==> src/ptb_pkg.sv <==
// Constants shared by the PHY 10BASE-T, self-test and cable diagnostic register block.
// Assumes a single 10 MHz management clock and an AXI4-Lite register master.
package ptb_pkg;

	// Register indexes; byte address is four times the index
	localparam logic [5:0] IDX_GEN_STATUS = 6'h10;
	localparam logic [5:0] IDX_TEN_SC = 6'h1a;
	localparam logic [5:0] IDX_ST_ONE = 6'h1b;
	localparam logic [5:0] IDX_ST_LEN = 6'h1c;
	localparam logic [5:0] IDX_CABLE = 6'h1e;
	localparam logic [5:0] IDX_IRQ_STAT = 6'h20;
	localparam logic [5:0] IDX_IRQ_MASK = 6'h21;
	localparam logic [5:0] IDX_ST_MODE = 6'h22;

	// Field positions
	localparam int TSC_LOWTH = 13;
	localparam int TSC_SQ_LO = 9;
	localparam int TSC_NLP = 7;
	localparam int TSC_POL = 4;
	localparam int TSC_JAB = 0;
	localparam int GS_POL = 12;
	localparam int ST_LATCH = 15;
	localparam int ST_CNT_LO = 8;
	localparam int CD_START = 15;
	localparam int CD_RESCAL = 14;
	localparam int CD_DONE = 1;
	localparam int CD_FAIL = 0;
	localparam int MODE_CNT = 0;
	localparam int MODE_GEN = 1;

	// Interrupt status bits
	localparam int IRQ_DONE = 0;
	localparam int IRQ_FAIL = 1;
	localparam int IRQ_POL = 2;
	localparam int IRQ_SAT = 3;
	localparam int IRQ_W = 4;

	// Reset values
	localparam logic [7:0] IPG_RST = 8'h7d;
	localparam logic [10:0] LEN_RST = 11'h5ee;
	localparam logic [3:0] SQ_RST = 4'h0;
	localparam logic [IRQ_W-1:0] MASK_RST = 4'h0;

	// Squelch threshold map in millivolts
	localparam logic [9:0] SQ_BASE_MV = 10'h0c8;
	localparam logic [9:0] SQ_STEP_MV = 10'h032;
	localparam logic [3:0] SQ_MAX_CODE = 4'h8;

	localparam logic [7:0] ERR_FULL = 8'hff;
	localparam logic [1:0] RESP_OKAY = 2'h0;
	localparam logic [1:0] RESP_SLVERR = 2'h2;

	// Self-test generator states
	typedef enum logic [1:0] {PTB_IDLE, PTB_PKT, PTB_GAP} ptb_gen_t;

endpackage

==> src/ptb_pkt_gen.sv <==
// Self-test packet timing generator: one byte per clock, fixed length, gap of four bytes per unit.
// Assumes length and gap come from the register block on the same clock.
`timescale 1ns/1ps
module ptb_pkt_gen
	import ptb_pkg::*;
(
	input wire logic ref_clk,
	input wire logic rst,
	input wire logic enable,
	input wire logic [10:0] pkt_len,
	input wire logic [7:0] ipg_len,
	output logic byte_valid,
	output logic pkt_start
);

	ptb_gen_t state_r;
	logic [10:0] cnt_r;
	logic [10:0] gap_ref_r;
	logic [10:0] gap_n_r;
	logic [10:0] len_ref_r;
	logic [10:0] byte_n_r;
	logic can_start;

	assign can_start = enable && (pkt_len != 11'h000);

	////////////////////////////////////////////////////////////////////////////
	// Packet and gap sequencing; a new packet follows the gap with no idle cycle
	always_ff @(posedge ref_clk) begin
		if (rst) begin
			state_r <= PTB_IDLE;
			cnt_r <= 11'h000;
			byte_valid <= 1'b0;
			pkt_start <= 1'b0;
		end else begin
			pkt_start <= 1'b0;
			unique case (state_r)
				PTB_IDLE: begin
					if (can_start) begin
						state_r <= PTB_PKT;
						cnt_r <= pkt_len - 11'h001;
						byte_valid <= 1'b1;
						pkt_start <= 1'b1;
					end
				end
				PTB_PKT: begin
					if (cnt_r != 11'h000) begin
						cnt_r <= cnt_r - 11'h001;
					end else if (ipg_len != 8'h00) begin
						state_r <= PTB_GAP;
						cnt_r <= {1'b0, ipg_len, 2'b00} - 11'h001;
						byte_valid <= 1'b0;
					end else if (can_start) begin
						cnt_r <= pkt_len - 11'h001;
						pkt_start <= 1'b1;
					end else begin
						state_r <= PTB_IDLE;
						byte_valid <= 1'b0;
					end
				end
				PTB_GAP: begin
					if (cnt_r != 11'h000) begin
						cnt_r <= cnt_r - 11'h001;
					end else if (can_start) begin
						state_r <= PTB_PKT;
						cnt_r <= pkt_len - 11'h001;
						byte_valid <= 1'b1;
						pkt_start <= 1'b1;
					end else begin
						state_r <= PTB_IDLE;
					end
				end
			endcase
		end
	end

	////////////////////////////////////////////////////////////////////////////
	// Helper counts for the checks below
	always_ff @(posedge ref_clk) begin
		if (rst) begin
			len_ref_r <= 11'h000;
			byte_n_r <= 11'h000;
			gap_ref_r <= 11'h000;
			gap_n_r <= 11'h000;
		end else begin
			if (pkt_start) begin
				len_ref_r <= pkt_len;
			end
			byte_n_r <= pkt_start ? 11'h001 : (byte_valid ? byte_n_r + 11'h001 : 11'h000);
			if (state_r == PTB_PKT && cnt_r == 11'h000) begin
				gap_ref_r <= {1'b0, ipg_len, 2'b00};
			end
			gap_n_r <= (state_r == PTB_GAP) ? gap_n_r + 11'h001 : 11'h000;
		end
	end
endmodule

==> src/ptb_regs.sv <==
// Register block for 10BASE-T receive tuning, self-test error counting and cable diagnostics.
// Assumes an AXI4-Lite master on ref_clk, and measurement and checker pulses on the same clock.
// Behaviour
// - Lower-threshold bit selects reduced 10BASE-T receive threshold; clear means normal.
// - Squelch code 0 gives 200 mV, plus 50 mV per code, code 8 is 600 mV.
// - Link pulses are sent while the disable bit is zero, suppressed while one.
// - Read-only polarity bit shows inverted polarity, mirroring general status polarity bit.
// - Reading the 10BASE-T register clears both polarity copies; general status read keeps them.
// - Jabber disable bit turns jabber off, only during 10BASE-Te operation.
// - Eight-bit error count accumulates errored bytes seen by the sequence checker.
// - Writing one to the top bit latches the count for reads and clears the counter.
// - With counter mode zero the error counter saturates at all ones.
// - Generator gap between packets is four times the gap field in bytes, reset 0x7D.
// - Every generated packet is as long as the length field, reset 0x05EE.
// - Software sets diagnostic start; hardware clears it when done is raised.
// - Done bit is set when measurement completes, zero until then.
// - Fail bit is set when measurement fails, zero otherwise.
`timescale 1ns/1ps
module ptb_regs
	import ptb_pkg::*;
(
	input wire logic ref_clk,
	input wire logic rst,
	input wire logic [7:0] s_axi_awaddr,
	input wire logic s_axi_awvalid,
	output logic s_axi_awready,
	input wire logic [31:0] s_axi_wdata,
	input wire logic [3:0] s_axi_wstrb,
	input wire logic s_axi_wvalid,
	output logic s_axi_wready,
	output logic [1:0] s_axi_bresp,
	output logic s_axi_bvalid,
	input wire logic s_axi_bready,
	input wire logic [7:0] s_axi_araddr,
	input wire logic s_axi_arvalid,
	output logic s_axi_arready,
	output logic [31:0] s_axi_rdata,
	output logic [1:0] s_axi_rresp,
	output logic s_axi_rvalid,
	input wire logic s_axi_rready,
	input wire logic pol_inverted_pin,
	input wire logic ten_mode_pin,
	input wire logic prbs_err,
	input wire logic diag_done_in,
	input wire logic diag_fail_in,
	output logic lower_thresh_en,
	output logic [3:0] squelch_code,
	output logic [9:0] squelch_mv,
	output logic nlp_tx_en,
	output logic jabber_off,
	output logic diag_start,
	output logic rescal_start,
	output logic bist_byte_valid,
	output logic bist_pkt_start,
	output logic irq
);

	logic aw_held_r, w_held_r;
	logic [7:0] awaddr_r;
	logic [15:0] wdata_r;
	logic [1:0] wstrb_r;
	logic wr_do, rd_do;
	logic [5:0] wr_idx, rd_idx;
	logic wr_ok, rd_ok;
	logic [15:0] rd_val;
	logic lowth_r, nlp_dis_r, jab_r;
	logic [3:0] squelch_r;
	logic [7:0] ipg_r;
	logic [10:0] pkt_len_r;
	logic cd_done_r, cd_fail_r;
	logic [IRQ_W-1:0] irq_stat_r, irq_mask_r, irq_evt;
	logic cnt_mode_r, gen_en_r;
	logic [7:0] err_cnt_r, err_lat_r;
	logic pol_r, pol_meta_r, pol_sync_r, ten_meta_r, ten_sync_r;
	logic st_latch, cd_wr, pol_rd_clr;

	////////////////////////////////////////////////////////////////////////////
	// Write channel: address and data taken in either order, one write at a time
	assign wr_do = aw_held_r && w_held_r && !s_axi_bvalid;
	assign wr_idx = awaddr_r[7:2];
	assign wr_ok = (awaddr_r[1:0] == 2'b00) && (wr_idx == IDX_TEN_SC || wr_idx == IDX_ST_ONE ||
		wr_idx == IDX_ST_LEN || wr_idx == IDX_CABLE || wr_idx == IDX_GEN_STATUS ||
		wr_idx == IDX_IRQ_STAT || wr_idx == IDX_IRQ_MASK || wr_idx == IDX_ST_MODE);

	always_ff @(posedge ref_clk) begin
		if (rst) begin
			s_axi_awready <= 1'b0;
			aw_held_r <= 1'b0;
			awaddr_r <= 8'h00;
		end else if (s_axi_awready && s_axi_awvalid) begin
			s_axi_awready <= 1'b0;
			aw_held_r <= 1'b1;
			awaddr_r <= s_axi_awaddr;
		end else begin
			if (wr_do) begin
				aw_held_r <= 1'b0;
			end
			s_axi_awready <= !aw_held_r && !s_axi_bvalid;
		end
	end

	// Only the low two byte lanes carry register bits
	always_ff @(posedge ref_clk) begin
		if (rst) begin
			s_axi_wready <= 1'b0;
			w_held_r <= 1'b0;
			wdata_r <= 16'h0000;
			wstrb_r <= 2'b00;
		end else if (s_axi_wready && s_axi_wvalid) begin
			s_axi_wready <= 1'b0;
			w_held_r <= 1'b1;
			wdata_r <= s_axi_wdata[15:0];
			wstrb_r <= s_axi_wstrb[1:0];
		end else begin
			if (wr_do) begin
				w_held_r <= 1'b0;
			end
			s_axi_wready <= !w_held_r && !s_axi_bvalid;
		end
	end

	// Response after both halves; unmapped or misaligned address answers SLVERR
	always_ff @(posedge ref_clk) begin
		if (rst) begin
			s_axi_bvalid <= 1'b0;
			s_axi_bresp <= RESP_OKAY;
		end else if (wr_do) begin
			s_axi_bvalid <= 1'b1;
			s_axi_bresp <= wr_ok ? RESP_OKAY : RESP_SLVERR;
		end else if (s_axi_bready) begin
			s_axi_bvalid <= 1'b0;
		end
	end

	////////////////////////////////////////////////////////////////////////////
	// Read channel: one cycle from address to data
	assign rd_do = s_axi_arvalid && s_axi_arready;
	assign rd_idx = s_axi_araddr[7:2];
	assign pol_rd_clr = rd_do && rd_ok && rd_idx == IDX_TEN_SC;

	// Reserved bits are left zero in every word
	always_comb begin
		rd_ok = (s_axi_araddr[1:0] == 2'b00);
		rd_val = 16'h0000;
		unique case (rd_idx)
			IDX_GEN_STATUS: rd_val[GS_POL] = pol_r;
			IDX_TEN_SC: begin
				rd_val[TSC_LOWTH] = lowth_r;
				rd_val[TSC_SQ_LO+3:TSC_SQ_LO] = squelch_r;
				rd_val[TSC_NLP] = nlp_dis_r;
				rd_val[TSC_POL] = pol_r;
				rd_val[TSC_JAB] = jab_r;
			end
			IDX_ST_ONE: rd_val = {err_lat_r, ipg_r};
			IDX_ST_LEN: rd_val[10:0] = pkt_len_r;
			IDX_CABLE: begin
				rd_val[CD_START] = diag_start;
				rd_val[CD_RESCAL] = rescal_start;
				rd_val[CD_DONE] = cd_done_r;
				rd_val[CD_FAIL] = cd_fail_r;
			end
			IDX_IRQ_STAT: rd_val[IRQ_W-1:0] = irq_stat_r;
			IDX_IRQ_MASK: rd_val[IRQ_W-1:0] = irq_mask_r;
			IDX_ST_MODE: rd_val[1:0] = {gen_en_r, cnt_mode_r};
			default: rd_ok = 1'b0;
		endcase
	end

	always_ff @(posedge ref_clk) begin
		if (rst) begin
			s_axi_arready <= 1'b0;
			s_axi_rvalid <= 1'b0;
			s_axi_rdata <= 32'h0000_0000;
			s_axi_rresp <= RESP_OKAY;
		end else if (rd_do) begin
			s_axi_arready <= 1'b0;
			s_axi_rvalid <= 1'b1;
			s_axi_rdata <= rd_ok ? {16'h0000, rd_val} : 32'h0000_0000;
			s_axi_rresp <= rd_ok ? RESP_OKAY : RESP_SLVERR;
		end else if (s_axi_rvalid && s_axi_rready) begin
			s_axi_rvalid <= 1'b0;
		end else begin
			s_axi_arready <= !s_axi_rvalid;
		end
	end

	////////////////////////////////////////////////////////////////////////////
	// Pin synchronisers for polarity and speed
	always_ff @(posedge ref_clk) begin
		if (rst) begin
			pol_meta_r <= 1'b0;
			pol_sync_r <= 1'b0;
			ten_meta_r <= 1'b0;
			ten_sync_r <= 1'b0;
		end else begin
			pol_meta_r <= pol_inverted_pin;
			pol_sync_r <= pol_meta_r;
			ten_meta_r <= ten_mode_pin;
			ten_sync_r <= ten_meta_r;
		end
	end

	// One flop serves both copies, so they can never disagree; new detection beats the read clear
	always_ff @(posedge ref_clk) begin
		if (rst) begin
			pol_r <= 1'b0;
		end else if (pol_sync_r) begin
			pol_r <= 1'b1;
		end else if (pol_rd_clr) begin
			pol_r <= 1'b0;
		end
	end

	////////////////////////////////////////////////////////////////////////////
	// 10BASE-T control fields; bits 15:14, 8, 6:5, 3:1 have no storage
	always_ff @(posedge ref_clk) begin
		if (rst) begin
			lowth_r <= 1'b0;
			squelch_r <= SQ_RST;
			nlp_dis_r <= 1'b0;
			jab_r <= 1'b0;
		end else if (wr_do && wr_ok && wr_idx == IDX_TEN_SC) begin
			if (wstrb_r[1]) begin
				lowth_r <= wdata_r[TSC_LOWTH];
				squelch_r <= wdata_r[TSC_SQ_LO+3:TSC_SQ_LO];
			end
			if (wstrb_r[0]) begin
				nlp_dis_r <= wdata_r[TSC_NLP];
				jab_r <= wdata_r[TSC_JAB];
			end
		end
	end

	// Receiver controls; codes above 8 clamp to the top threshold
	always_ff @(posedge ref_clk) begin
		if (rst) begin
			lower_thresh_en <= 1'b0;
			squelch_code <= SQ_RST;
			squelch_mv <= SQ_BASE_MV;
			nlp_tx_en <= 1'b1;
			jabber_off <= 1'b0;
		end else begin
			lower_thresh_en <= lowth_r;
			squelch_code <= squelch_r;
			squelch_mv <= SQ_BASE_MV + SQ_STEP_MV * {6'h00, (squelch_r > SQ_MAX_CODE) ? SQ_MAX_CODE : squelch_r};
			nlp_tx_en <= !nlp_dis_r;
			jabber_off <= jab_r && ten_sync_r;
		end
	end

	////////////////////////////////////////////////////////////////////////////
	// Self-test fields and mode
	assign st_latch = wr_do && wr_ok && wr_idx == IDX_ST_ONE && wstrb_r[1] && wdata_r[ST_LATCH];

	always_ff @(posedge ref_clk) begin
		if (rst) begin
			ipg_r <= IPG_RST;
			pkt_len_r <= LEN_RST;
			cnt_mode_r <= 1'b0;
			gen_en_r <= 1'b0;
		end else if (wr_do && wr_ok) begin
			if (wr_idx == IDX_ST_ONE && wstrb_r[0]) begin
				ipg_r <= wdata_r[7:0];
			end
			if (wr_idx == IDX_ST_LEN) begin
				if (wstrb_r[0]) begin
					pkt_len_r[7:0] <= wdata_r[7:0];
				end
				if (wstrb_r[1]) begin
					pkt_len_r[10:8] <= wdata_r[10:8];
				end
			end
			if (wr_idx == IDX_ST_MODE && wstrb_r[0]) begin
				cnt_mode_r <= wdata_r[MODE_CNT];
				gen_en_r <= wdata_r[MODE_GEN];
			end
		end
	end

	// An error in the latch cycle starts the fresh count at one rather than being lost
	always_ff @(posedge ref_clk) begin
		if (rst) begin
			err_cnt_r <= 8'h00;
			err_lat_r <= 8'h00;
		end else begin
			if (st_latch) begin
				err_lat_r <= err_cnt_r;
				err_cnt_r <= prbs_err ? 8'h01 : 8'h00;
			end else if (prbs_err) begin
				if (err_cnt_r != ERR_FULL || cnt_mode_r) begin
					err_cnt_r <= err_cnt_r + 8'h01;
				end
			end
		end
	end

	ptb_pkt_gen u_gen (
		.ref_clk(ref_clk),
		.rst(rst),
		.enable(gen_en_r),
		.pkt_len(pkt_len_r),
		.ipg_len(ipg_r),
		.byte_valid(bist_byte_valid),
		.pkt_start(bist_pkt_start)
	);

	////////////////////////////////////////////////////////////////////////////
	// Cable diagnostic handshake; a software start beats the automatic clear
	assign cd_wr = wr_do && wr_ok && wr_idx == IDX_CABLE && wstrb_r[1];

	always_ff @(posedge ref_clk) begin
		if (rst) begin
			diag_start <= 1'b0;
			rescal_start <= 1'b0;
		end else begin
			if (cd_wr) begin
				diag_start <= wdata_r[CD_START];
				rescal_start <= wdata_r[CD_RESCAL];
			end else if (diag_done_in) begin
				diag_start <= 1'b0;
			end
		end
	end

	// Result bits stay until the next measurement is launched
	always_ff @(posedge ref_clk) begin
		if (rst) begin
			cd_done_r <= 1'b0;
			cd_fail_r <= 1'b0;
		end else if (diag_done_in) begin
			cd_done_r <= 1'b1;
			cd_fail_r <= diag_fail_in;
		end else if (cd_wr && wdata_r[CD_START]) begin
			cd_done_r <= 1'b0;
			cd_fail_r <= 1'b0;
		end
	end

	////////////////////////////////////////////////////////////////////////////
	// Interrupts: sticky events, write one to clear, a new event wins over the clear
	assign irq_evt[IRQ_DONE] = diag_done_in;
	assign irq_evt[IRQ_FAIL] = diag_done_in && diag_fail_in;
	assign irq_evt[IRQ_POL] = pol_sync_r && !pol_r;
	assign irq_evt[IRQ_SAT] = prbs_err && !st_latch && !cnt_mode_r && err_cnt_r == 8'hfe;

	always_ff @(posedge ref_clk) begin
		if (rst) begin
			irq_stat_r <= '0;
			irq_mask_r <= MASK_RST;
			irq <= 1'b0;
		end else begin
			if (wr_do && wr_ok && wr_idx == IDX_IRQ_STAT && wstrb_r[0]) begin
				irq_stat_r <= (irq_stat_r & ~wdata_r[IRQ_W-1:0]) | irq_evt;
			end else begin
				irq_stat_r <= irq_stat_r | irq_evt;
			end
			if (wr_do && wr_ok && wr_idx == IDX_IRQ_MASK && wstrb_r[0]) begin
				irq_mask_r <= wdata_r[IRQ_W-1:0];
			end
			irq <= |(irq_stat_r & irq_mask_r);
		end
	end
endmodule

==> config.mk <==
export PLATFORM = sky130hd
export DESIGN_NAME = ptb_regs
export DESIGN_NICKNAME = d
export VERILOG_FILES = /design/src/ptb_pkg.sv /design/src/ptb_pkt_gen.sv /design/src/ptb_regs.sv
export SDC_FILE = /design/constraint.sdc
export NUM_CORES = 1
export LEC_CHECK = 0
export BUFFER_PORTS_ARGS = -buffer_cell sky130_fd_sc_hd__buf_2
export CAP_MARGIN = 40
export CORE_MARGIN = 2
export CORE_UTILIZATION = 43
export CTS_CLUSTER_DIAMETER = 120
export DETAILED_ROUTE_END_ITERATION = 10
export PLACE_DENSITY_LB_ADDON = 0.08
export SYNTH_ARGS = -nofsm -noshare
export SYNTH_HDL_FRONTEND = slang
export SYNTH_SLANG_ARGS = --single-unit
==> constraint.sdc <==
create_clock -name ref_clk -period 4.4 [get_ports ref_clk]
set_clock_uncertainty 0.15 [all_clocks]
set_input_delay 0.22 -clock ref_clk [delete_from_list [all_inputs] [get_ports ref_clk]]
set_output_delay 0.22 -clock ref_clk [all_outputs]
set_load 0.02 [all_outputs]
==> run summary, run 1 <==
Final setup violation count: 0
number of unique standard cell types used by synthesis: 72
starting density of the core: 0.4379
Final nets: 997
minimum setup slack in the final design: 1.710 ns
overall die height: 131.0 µm
maximum level of the CTS H-tree: 4
HPWL after detailed placement: 13410 µm
DIE AREA: 0.01715 mm²
area share of xor/xnor cells in the synthesized design: 0.03159
count of non-filler cells in the finished layout: 1146
destination of the worst hold path: aw_held_r
detailed-route wire length per cell: 16.18 µm
Syn. warnings: 0
number of antenna diodes: 0
detailed-route vias per instance: 5.380
fraction of the mapped netlist area in adder cells: 0.02997
number of placed instances, taps included: 1080
Worst Hold Margin: 0.1211 ns
setup slack after placement: 1.713 ns
kind of critical path: flip-flop to flip-flop
antenna-violating nets left: 0
most common cell after layout, fill and taps aside: sky130_fd_sc_hd__dfxtp_1
result of the run: finished clean
maximum root-to-sink buffer count: 2
area overhead of the layout relative to synthesis: 20.94%
total clock buffers created by CTS: 17
number of detailed-routing iterations run before antenna repair: 5
setup TNS: 0 ns
startpoint of the lowest-slack hold path: s_axi_awvalid
RR Endpoint: u_gen.cnt_r[1]
post-layout minimum cycle time: 2.690 ns
Post-synth top flop: sky130_fd_sc_hd__dfxtp_1
period utilisation layout: 0.6114
number of global-route vias before repair: 5656
overall fraction of global-route tracks in use: 0.2212
initial antenna violation count: 0
RSZ-0062 raised after global routing: false
multiplexer share of the synthesized area: 0.06824
LEAKAGE: 3.344 nW
worst reg-to-reg setup slack: 1.71 ns
max frequency: 371.7 MHz
width of the die: 131.0 µm
crit start category: flip-flop
clock net sink count: 144
number of max-cap violations: 0
synthesized-area fraction occupied by ao, oa, aoi and oai cells: 0.1625
cell area after placement: 0.007432 mm²
mean area per synthesized cell: 8.514 µm²
worst hold path type: input pin to flip-flop
clock-pin slew of the registers on the worst-case setup and hold paths: 0.06 ns
worst reg-to-reg path cell count: 7
Mapped Cells: 814
number of filler cells placed in the layout: 1459
Post-CTS Setup Bufs: 0
remaining design rule violation count: 0
main combinational cell family by area after synthesis: simple AND/OR/NAND/NOR gates
source-to-sink clock delay at the later pin of the worst-skew pair: 0.42 ns
total count of max-transition violations in the final report: 0
largest net degree at the start of global routing: 59
count of buffers inserted at the top-level ports: 89
CP required: 4.55 ns
number of enable-type register cells in the synthesized netlist: 0
global-route wire length before repair: 29530 µm
nature of the critical path endpoint: flip-flop
Starting DRT DRC Count: 433
Max-Slew Margin vs Limit: 0.4733
Hold Path Stages: 3
most frequent cells in the layout: sky130_fd_sc_hd__dfxtp_1, sky130_fd_sc_hd__nand2_1, sky130_fd_sc_hd__buf_2, sky130_fd_sc_hd__a21oi_1, sky130_fd_sc_hd__nor2_1
Core ar.: 0.01583 mm²
total power draw: 3.200 mW
power per cell area: 381.8 mW/mm²
overflow left after global routing: 0
post-layout util: 0.5296
startpoint of the worst register-to-register path: u_gen.cnt_r[0]
actual transition at the worst max-transition pin: 0.7829 ns
arrival time worst endpoint: 2.84 ns
worst-path maximum fanout: 25
cell at the root of the clock tree: sky130_fd_sc_hd__clkbuf_16
total via count in the routed design: 6165
wire length reported by the detailed router: 18550 µm
worst vdd rail ir drop: 0.2730 mV
simple-gate share of the synthesized area: 0.2313
final-report hold violation count: 0
flops & latches, synth: 144
row count: 46
proportion of layout cells with a drive suffix above 1: 0.1527
source of the critical timing path: u_gen.cnt_r[0]
total standard cell area after synthesis: 0.006930 mm²
cell area after layout: 0.008382 mm²
post-synthesis async set-or-reset flop share: 0
proportion of synthesized chip area in sequential cells: 0.4160
placer congestion estimate: 0.8715
clock tree from TritonCTS: yes
number of ports placed on the die boundary: 127
## worst max-delay path by stage
stage	to	slack, ns	cells past startpoint
floorplan	u_gen.cnt_r[9]	1.94	8
global placement	u_gen.state_r[1]	1.73	6
detailed placement	squelch_mv[9]	1.71	9
CTS	squelch_mv[9]	1.70	9
global route	pkt_len_r[3]	1.49	5
finish	u_gen.cnt_r[1]	1.71	7
## area by class of cell
class                   instances  area [µm²]  area share
repair buffers                127       822.0     0.09807
multi-input cells             602        3704      0.4419
clock buffers                  24       481.7     0.05747
well taps                     216       270.3     0.03224
inverters                      25       93.84     0.01120
clock inverters                 8       127.6     0.01523
flip-flops and latches        144        2883      0.3439
## routing by layer
layer	GRT usage	share of wire	up-vias
li1	-	-	3042
met1	0.3056	0.49	2929
met2	0.3453	0.45	174
met3	0.04397	0.045	20
met4	0.07635	0.017	0
met5	0	0	-
## state kept, by name (all words and copies together) (netlist names), 4 cells and up
name / cells
irq_stat_r: 4
irq_mask_r: 4
err_lat_r: 8
pkt_len_r: 11
s_axi_rdata: 16
wdata_r: 16
u_gen.cnt_r: 11
squelch_code: 4
ipg_r: 8
squelch_r: 4
squelch_mv: 9
err_cnt_r: 8
awaddr_r: 8
## cell usage after synthesis (16+ instances only)
cell                       instances  area (µm²)
sky130_fd_sc_hd__dfxtp_1         144        2883
sky130_fd_sc_hd__nand2_1         114       427.9
sky130_fd_sc_hd__a21oi_1          73       365.4
sky130_fd_sc_hd__nor2_1           62       232.7
sky130_fd_sc_hd__mux2i_1          45       450.4
sky130_fd_sc_hd__clkbuf_1         32       120.1
sky130_fd_sc_hd__inv_1            24       90.09
sky130_fd_sc_hd__o21ai_0          24       120.1
sky130_fd_sc_hd__nand3_1          22       110.1
sky130_fd_sc_hd__buf_4            19       142.6
sky130_fd_sc_hd__a22oi_1          18       135.1
sky130_fd_sc_hd__nor2b_1          18       112.6
sky130_fd_sc_hd__nor3_1           16       80.08
## logic make-up after synthesis
kind of cell,after synthesis
DFF,144
adders and majority gates,16
buffers and inverters,87
AOI/OAI and AO/OA,173
and+or+nand+nor,321
other,1
muxes,47
xor gates and xnor gates,25
## worst max-delay path: stages, from the launching register on
cell                      delay (ns)
sky130_fd_sc_hd__dfxtp_1        0.35
sky130_fd_sc_hd__inv_1          0.07
sky130_fd_sc_hd__ha_1           0.18
sky130_fd_sc_hd__or3b_2         0.52
sky130_fd_sc_hd__or4b_4         0.67
sky130_fd_sc_hd__nand2_1        0.22
sky130_fd_sc_hd__a21oi_1        0.15
sky130_fd_sc_hd__o22a_1         0.27
## power by group
group / leakage [nW] / switching, mW / internal, mW
logic: 1.89 / 0.215 / 0.130
registers: 1.17 / 0.0315 / 1.34
clock network: 0.291 / 0.547 / 0.940
## what timing repair did
| action | in CTS | in global routing |
|---|---|---|
| gates resized for setup | 0 | 0 |
| hold endpoints to repair | 39 | 0 |
| endpoints found under the setup margin | 0 | 0 |
| hold buffers | 34 | 0 |
(Power assumes the default switching activity.)
==> run 2: changes to the inputs <==
- clock period: 4.4 -> 2.3 ns (I/O delays scaled with it)
==> run 2 against run 1 <==
Compared with the run above:
- the run now ends with setup timing left
- die area stayed put
- utilization up 4.2 points
- first-iteration DRC count shrank 9.0%
- via count increased by 4.9%
- maximum frequency is 16% higher
==> run summary, run 2 (synthesized netlist as in run 1, its figures left out) <==
HPWL after detailed placement: 14510 µm
total count of max-transition violations in the final report: 0
initial antenna violation count: 0
overall fraction of global-route tracks in use: 0.2388
total via count in the routed design: 6465
worst reg-to-reg path cell count: 7
Core ar.: 0.01583 mm²
Final setup violation count: 1
DIE AREA: 0.01715 mm²
proportion of layout cells with a drive suffix above 1: 0.2330
number of placed instances, taps included: 1146
crit start category: flip-flop
maximum root-to-sink buffer count: 2
count of non-filler cells in the finished layout: 1216
remaining design rule violation count: 0
clock net sink count: 144
violated checks: setup timing
number of antenna diodes: 0
most frequent cells in the layout: sky130_fd_sc_hd__dfxtp_1, sky130_fd_sc_hd__nand2_1, sky130_fd_sc_hd__buf_2, sky130_fd_sc_hd__a21oi_1, sky130_fd_sc_hd__buf_4
Max-Slew Margin vs Limit: 0.5203
maximum level of the CTS H-tree: 4
clock-pin slew of the registers on the worst-case setup and hold paths: 0.06 ns
startpoint of the worst register-to-register path: u_gen.cnt_r[1]
post-layout minimum cycle time: 2.329 ns
largest net degree at the start of global routing: 113
global-route wire length before repair: 31420 µm
detailed-route vias per instance: 5.317
row count: 46
RR Endpoint: u_gen.cnt_r[9]
max frequency: 429.4 MHz
startpoint of the lowest-slack hold path: s_axi_awvalid
antenna-violating nets left: 0
CP required: 2.45 ns
source of the critical timing path: u_gen.cnt_r[1]
critical path capture point: u_gen.cnt_r[9]
area overhead of the layout relative to synthesis: 30.64%
placer congestion estimate: 0.8558
number of ports placed on the die boundary: 127
clock tree from TritonCTS: yes
worst-path maximum fanout: 6
overall die height: 131.0 µm
starting density of the core: 0.4379
detailed-route wire length per cell: 16.49 µm
RSZ-0062 raised after global routing: true
number of detailed-routing iterations run before antenna repair: 5
count of buffers inserted at the top-level ports: 89
actual transition at the worst max-transition pin: 0.7195 ns
total clock buffers created by CTS: 17
worst hold path type: input pin to flip-flop
period utilisation layout: 1.013
LEAKAGE: 3.722 nW
Final nets: 1068
most common cell after layout, fill and taps aside: sky130_fd_sc_hd__dfxtp_1
number of max-cap violations: 0
worst reg-to-reg setup slack: -0.03 ns
minimum setup slack in the final design: -0.02879 ns
final-report hold violation count: 0
nature of the critical path endpoint: flip-flop
result of the run: complete, but fails checks
setup slack after placement: -0.07554 ns
source-to-sink clock delay at the later pin of the worst-skew pair: 0.42 ns
arrival time worst endpoint: 2.48 ns
wire length reported by the detailed router: 20050 µm
kind of critical path: flip-flop to flip-flop
number of global-route vias before repair: 6170
Starting DRT DRC Count: 394
worst vdd rail ir drop: 0.5516 mV
width of the die: 131.0 µm
overflow left after global routing: 0
largest registers ranked by flip-flop count: s_axi_rdata: 16 flops, wdata_r: 16 flops
power per cell area: 694.6 mW/mm²
cell at the root of the clock tree: sky130_fd_sc_hd__clkbuf_16
[run 2: worst max-delay path, stage by stage (launching register included)]
cell and delay (ns):
sky130_fd_sc_hd__dfxtp_2 0.32, sky130_fd_sc_hd__inv_2 0.06, sky130_fd_sc_hd__ha_4 0.13, sky130_fd_sc_hd__or3b_4 0.38, sky130_fd_sc_hd__buf_6 0.13, sky130_fd_sc_hd__or4b_4 0.55, sky130_fd_sc_hd__nor3b_2 0.18, sky130_fd_sc_hd__or3_1 0.31
[run 2: repair_timing]
| item | in CTS | in global routing |
|---|---|---|
| pin swaps | 6 | 7 |
| setup endpoints to repair | 11 | 16 |
| hold endpoints to repair | 41 | 0 |
| resized for setup | 14 | 21 |
| gates cloned | 1 | 0 |
| hold buffers | 35 | 0 |
| setup buffers | 2 | 1 |
[run 2: where the power goes]
part,switching [mW],internal [mW],total [mW]
Combinational,0.479,0.376,0.856
Sequential,0.0580,2.56,2.61
Clock,1.07,1.75,2.82
[run 2: final cells by class]
cell class | count | area [µm²]
Fill cell | 1441 | 6774
Clock inverter | 10 | 135.1
Tap cell | 216 | 270.3
Timing Repair Buffer | 197 | 1395
Inverter | 25 | 93.84
Clock buffer | 21 | 460.4
Multi-Input combinational cell | 603 | 3812
Sequential cell | 144 | 2887
[run 2: routing by layer]
| metal | wire length, µm | track usage | up-vias |
|---|---|---|---|
| met5 | 0 | 0 | - |
| met4 | 339 | 0.07384 | 0 |
| met3 | 942 | 0.05252 | 26 |
| met2 | 9582 | 0.3947 | 188 |
| met1 | 9186 | 0.3124 | 3062 |
| li1 | - | - | 3189 |
[run 2: per-stage QoR]
step / power (mW) / setup TNS, ns / area (µm²) / hold WS, ns / util
5_1_grt: 6.519 / -0.6452 / 9054 / 0.04436 / 0.5720
4_1_cts: 6.277 / -0.06898 / 8974 / 0.002431 / 0.5670
3_5_place_dp: 3.388 / -0.3249 / 7964 / 0.1787 / 0.5032
3_3_place_gp: 3.378 / -0.1652 / 7964 / 0.1757 / 0.5032
6_report: 6.289 / -0.02879 / 9054 / 0.01049 / 0.5720
2_1_floorplan: 3.161 / -0.06191 / 7005 / 0.08243 / -
[run 2: worst min path at each step]
stage	slack [ns]	end	cells past startpoint
global placement	0.18	ten_meta_r	2
CTS	0.002	aw_held_r	3
detailed placement	0.18	ten_meta_r	2
floorplan	0.08	cd_done_r	2
global route	0.04	awaddr_r[4]	4
finish	0.01	aw_held_r	3
==> run 3: changes to the inputs <==
- ABC_AREA: unset -> 1
- CORE_UTILIZATION: 43 -> 50
==> run 3 against run 2 <==
Compared with the run above:
- the run now ends clean
- maximum frequency rose by 8.7%
- clock power fell by 2%
- sequential share of layout area rose by 1.2 points
- cell count rose by 13%
- utilization rose by 5.8 points
- total power rose by 18%
==> run summary, run 3 <==
initial antenna violation count: 0
arrival time worst endpoint: 2.34 ns
total standard cell area after synthesis: 0.007033 mm²
worst hold path type: input pin to flip-flop
total count of max-transition violations in the final report: 0
worst-path maximum fanout: 5
Max-Slew Margin vs Limit: 0.5613
Core ar.: 0.01383 mm²
cell area after layout: 0.008715 mm²
setup TNS: 0 ns
number of antenna diodes: 0
number of filler cells placed in the layout: 1346
overall die height: 122.6 µm
post-synthesis async set-or-reset flop share: 0
fraction of post-synthesis cell area in the top cell type by area: 0.4099
library cell with the largest summed area after synthesis: sky130_fd_sc_hd__dfxtp_1
Mapped Cells: 1029
source-to-sink clock delay at the later pin of the worst-skew pair: 0.42 ns
flops & latches, synth: 144
maximum level of the CTS H-tree: 4
multiplexer share of the synthesized area: 0
detailed-route wire length per cell: 13.55 µm
global-route wire length before repair: 30450 µm
antenna-violating nets left: 0
Final setup violation count: 0
simple-gate share of the synthesized area: 0.3215
nature of the critical path endpoint: flip-flop
placer congestion estimate: 0.9146
Post-synth top flop: sky130_fd_sc_hd__dfxtp_1
remaining design rule violation count: 0
Final nets: 1255
largest registers ranked by flip-flop count: s_axi_rdata: 16 flops, wdata_r: 16 flops
minimum setup slack in the final design: 0.1582 ns
kind of critical path: flip-flop to flip-flop
clock net sink count: 144
actual transition at the worst max-transition pin: 0.6580 ns
area share of xor/xnor cells in the synthesized design: 0.02989
CP required: 2.50 ns
ranking of synthesized cells by instance count: sky130_fd_sc_hd__nand2_1, sky130_fd_sc_hd__nor2_1, sky130_fd_sc_hd__dfxtp_1
worst vdd rail ir drop: 0.5335 mV
HPWL after detailed placement: 13170 µm
setup slack after placement: 0.06913 ns
number of detailed-routing iterations run before antenna repair: 5
overall fraction of global-route tracks in use: 0.2592
number of enable-type register cells in the synthesized netlist: 0
crit start category: flip-flop
total clock buffers created by CTS: 17
power per cell area: 850.7 mW/mm²
number of ports placed on the die boundary: 127
LEAKAGE: 4.208 nW
number of placed instances, taps included: 1295
number of unique standard cell types used by synthesis: 38
cell at the root of the clock tree: sky130_fd_sc_hd__clkbuf_16
starting density of the core: 0.5086
clock tree from TritonCTS: yes
fraction of the mapped netlist area in adder cells: 0.02953
maximum root-to-sink buffer count: 2
synthesized-area fraction occupied by ao, oa, aoi and oai cells: 0.1105
top area cells in the synthesized netlist: sky130_fd_sc_hd__dfxtp_1, sky130_fd_sc_hd__nand2_1, sky130_fd_sc_hd__nor2_1
count of buffers inserted at the top-level ports: 89
DIE AREA: 0.01503 mm²
period utilisation layout: 0.9312
post-layout minimum cycle time: 2.142 ns
RSZ-0062 raised after global routing: false
wire length reported by the detailed router: 18540 µm
row count: 43
library cell with the highest instance count after synthesis: sky130_fd_sc_hd__nand2_1
Syn. warnings: 0
area overhead of the layout relative to synthesis: 23.91%
final-report hold violation count: 0
number of max-cap violations: 0
clock-pin slew of the registers on the worst-case setup and hold paths: 0.06 ns
width of the die: 122.6 µm
most frequent cells in the layout: sky130_fd_sc_hd__nand2_1, sky130_fd_sc_hd__nor2_1, sky130_fd_sc_hd__dfxtp_1, sky130_fd_sc_hd__inv_1, sky130_fd_sc_hd__buf_2
max frequency: 466.9 MHz
cell area after placement: 0.007696 mm²
mean area per synthesized cell: 6.835 µm²
overflow left after global routing: 0
total via count in the routed design: 6909
total power draw: 7.414 mW
count of non-filler cells in the finished layout: 1368
largest net degree at the start of global routing: 58
result of the run: finished clean
most common cell after layout, fill and taps aside: sky130_fd_sc_hd__nand2_1
proportion of synthesized chip area in sequential cells: 0.4099
proportion of layout cells with a drive suffix above 1: 0.1448
main combinational cell family by area after synthesis: simple AND/OR/NAND/NOR gates
number of global-route vias before repair: 6511
Starting DRT DRC Count: 500
detailed-route vias per instance: 5.050
==> run 3: what timing repair did <==
item,in CTS,in global routing
setup endpoints to repair,0,1
resized for setup,0,7
hold buffers,41,0
endpoints found under the hold margin,52,0
buffers inserted,0,0
==> run 3: kinds of logic after synthesis <==
| logic type | Yosys count |
|---|---|
| compound gates | 143 |
| simple gates | 540 |
| xor+xnor | 24 |
| other cells | 1 |
| fa+ha+maj | 16 |
| flops | 144 |
| buf+inv | 161 |
==> run 3: path summary, 6_finish.rpt <==
check,from,end,slack [ns],cells past startpoint
worst min-delay path,s_axi_araddr[1],pol_r,0.04,6
worst min register to register,nlp_dis_r,nlp_tx_en,0.25,1
worst max-delay path,squelch_r[3],squelch_mv[9],0.16,10
worst max register to register,squelch_r[3],squelch_mv[9],0.16,10
==> run 3: worst max-delay path, stage by stage (launching register included) <==
cell	delay (ns)
sky130_fd_sc_hd__dfxtp_2	0.34
sky130_fd_sc_hd__buf_4	0.14
sky130_fd_sc_hd__nor2_2	0.12
sky130_fd_sc_hd__ha_2	0.19
sky130_fd_sc_hd__inv_1	0.06
sky130_fd_sc_hd__fa_2	0.54
sky130_fd_sc_hd__nand2_1	0.09
sky130_fd_sc_hd__nor2_2	0.12
sky130_fd_sc_hd__nor2_2	0.06
sky130_fd_sc_hd__o21a_1	0.11
sky130_fd_sc_hd__nor3_1	0.14
==> run 3: final cells by class <==
cell class              instances  area [µm²]  area share
inverters                     115       431.7     0.04953
repair buffers                154        1036      0.1189
well taps                     180       225.2     0.02584
flip-flops and latches        144        2884      0.3309
clock inverters                12       132.6     0.01522
clock buffers                  20       456.7     0.05240
multi-input cells             743        3548      0.4072
==> run 3: through the flow <==
step | utilization | hold WS, ns
2_1_floorplan | - | 0.07197
3_3_place_gp | 0.5566 | 0.1634
3_5_place_dp | 0.5566 | 0.1780
4_1_cts | 0.6289 | 0.03239
5_1_grt | 0.6303 | 0.05899
6_report | 0.6303 | 0.04204
==> run 3: layer usage <==
metal  wire length [µm]  global-route usage  vias up
li1                   -                   -     3561
met1               8270              0.3161     3163
met4                412             0.09914        0
met3                684             0.05251       31
met5                  0                   0        -
met2               9173              0.4490      154
==> run 3: power breakdown <==
| part | leakage, nW | internal [mW] | switching (mW) |
|---|---|---|---|
| Combinational | 2.75 | 0.724 | 1.18 |
| Clock | 0.283 | 1.66 | 1.09 |
| Sequential | 1.17 | 2.63 | 0.123 |
| Total | 4.21 | 5.01 | 2.40 |
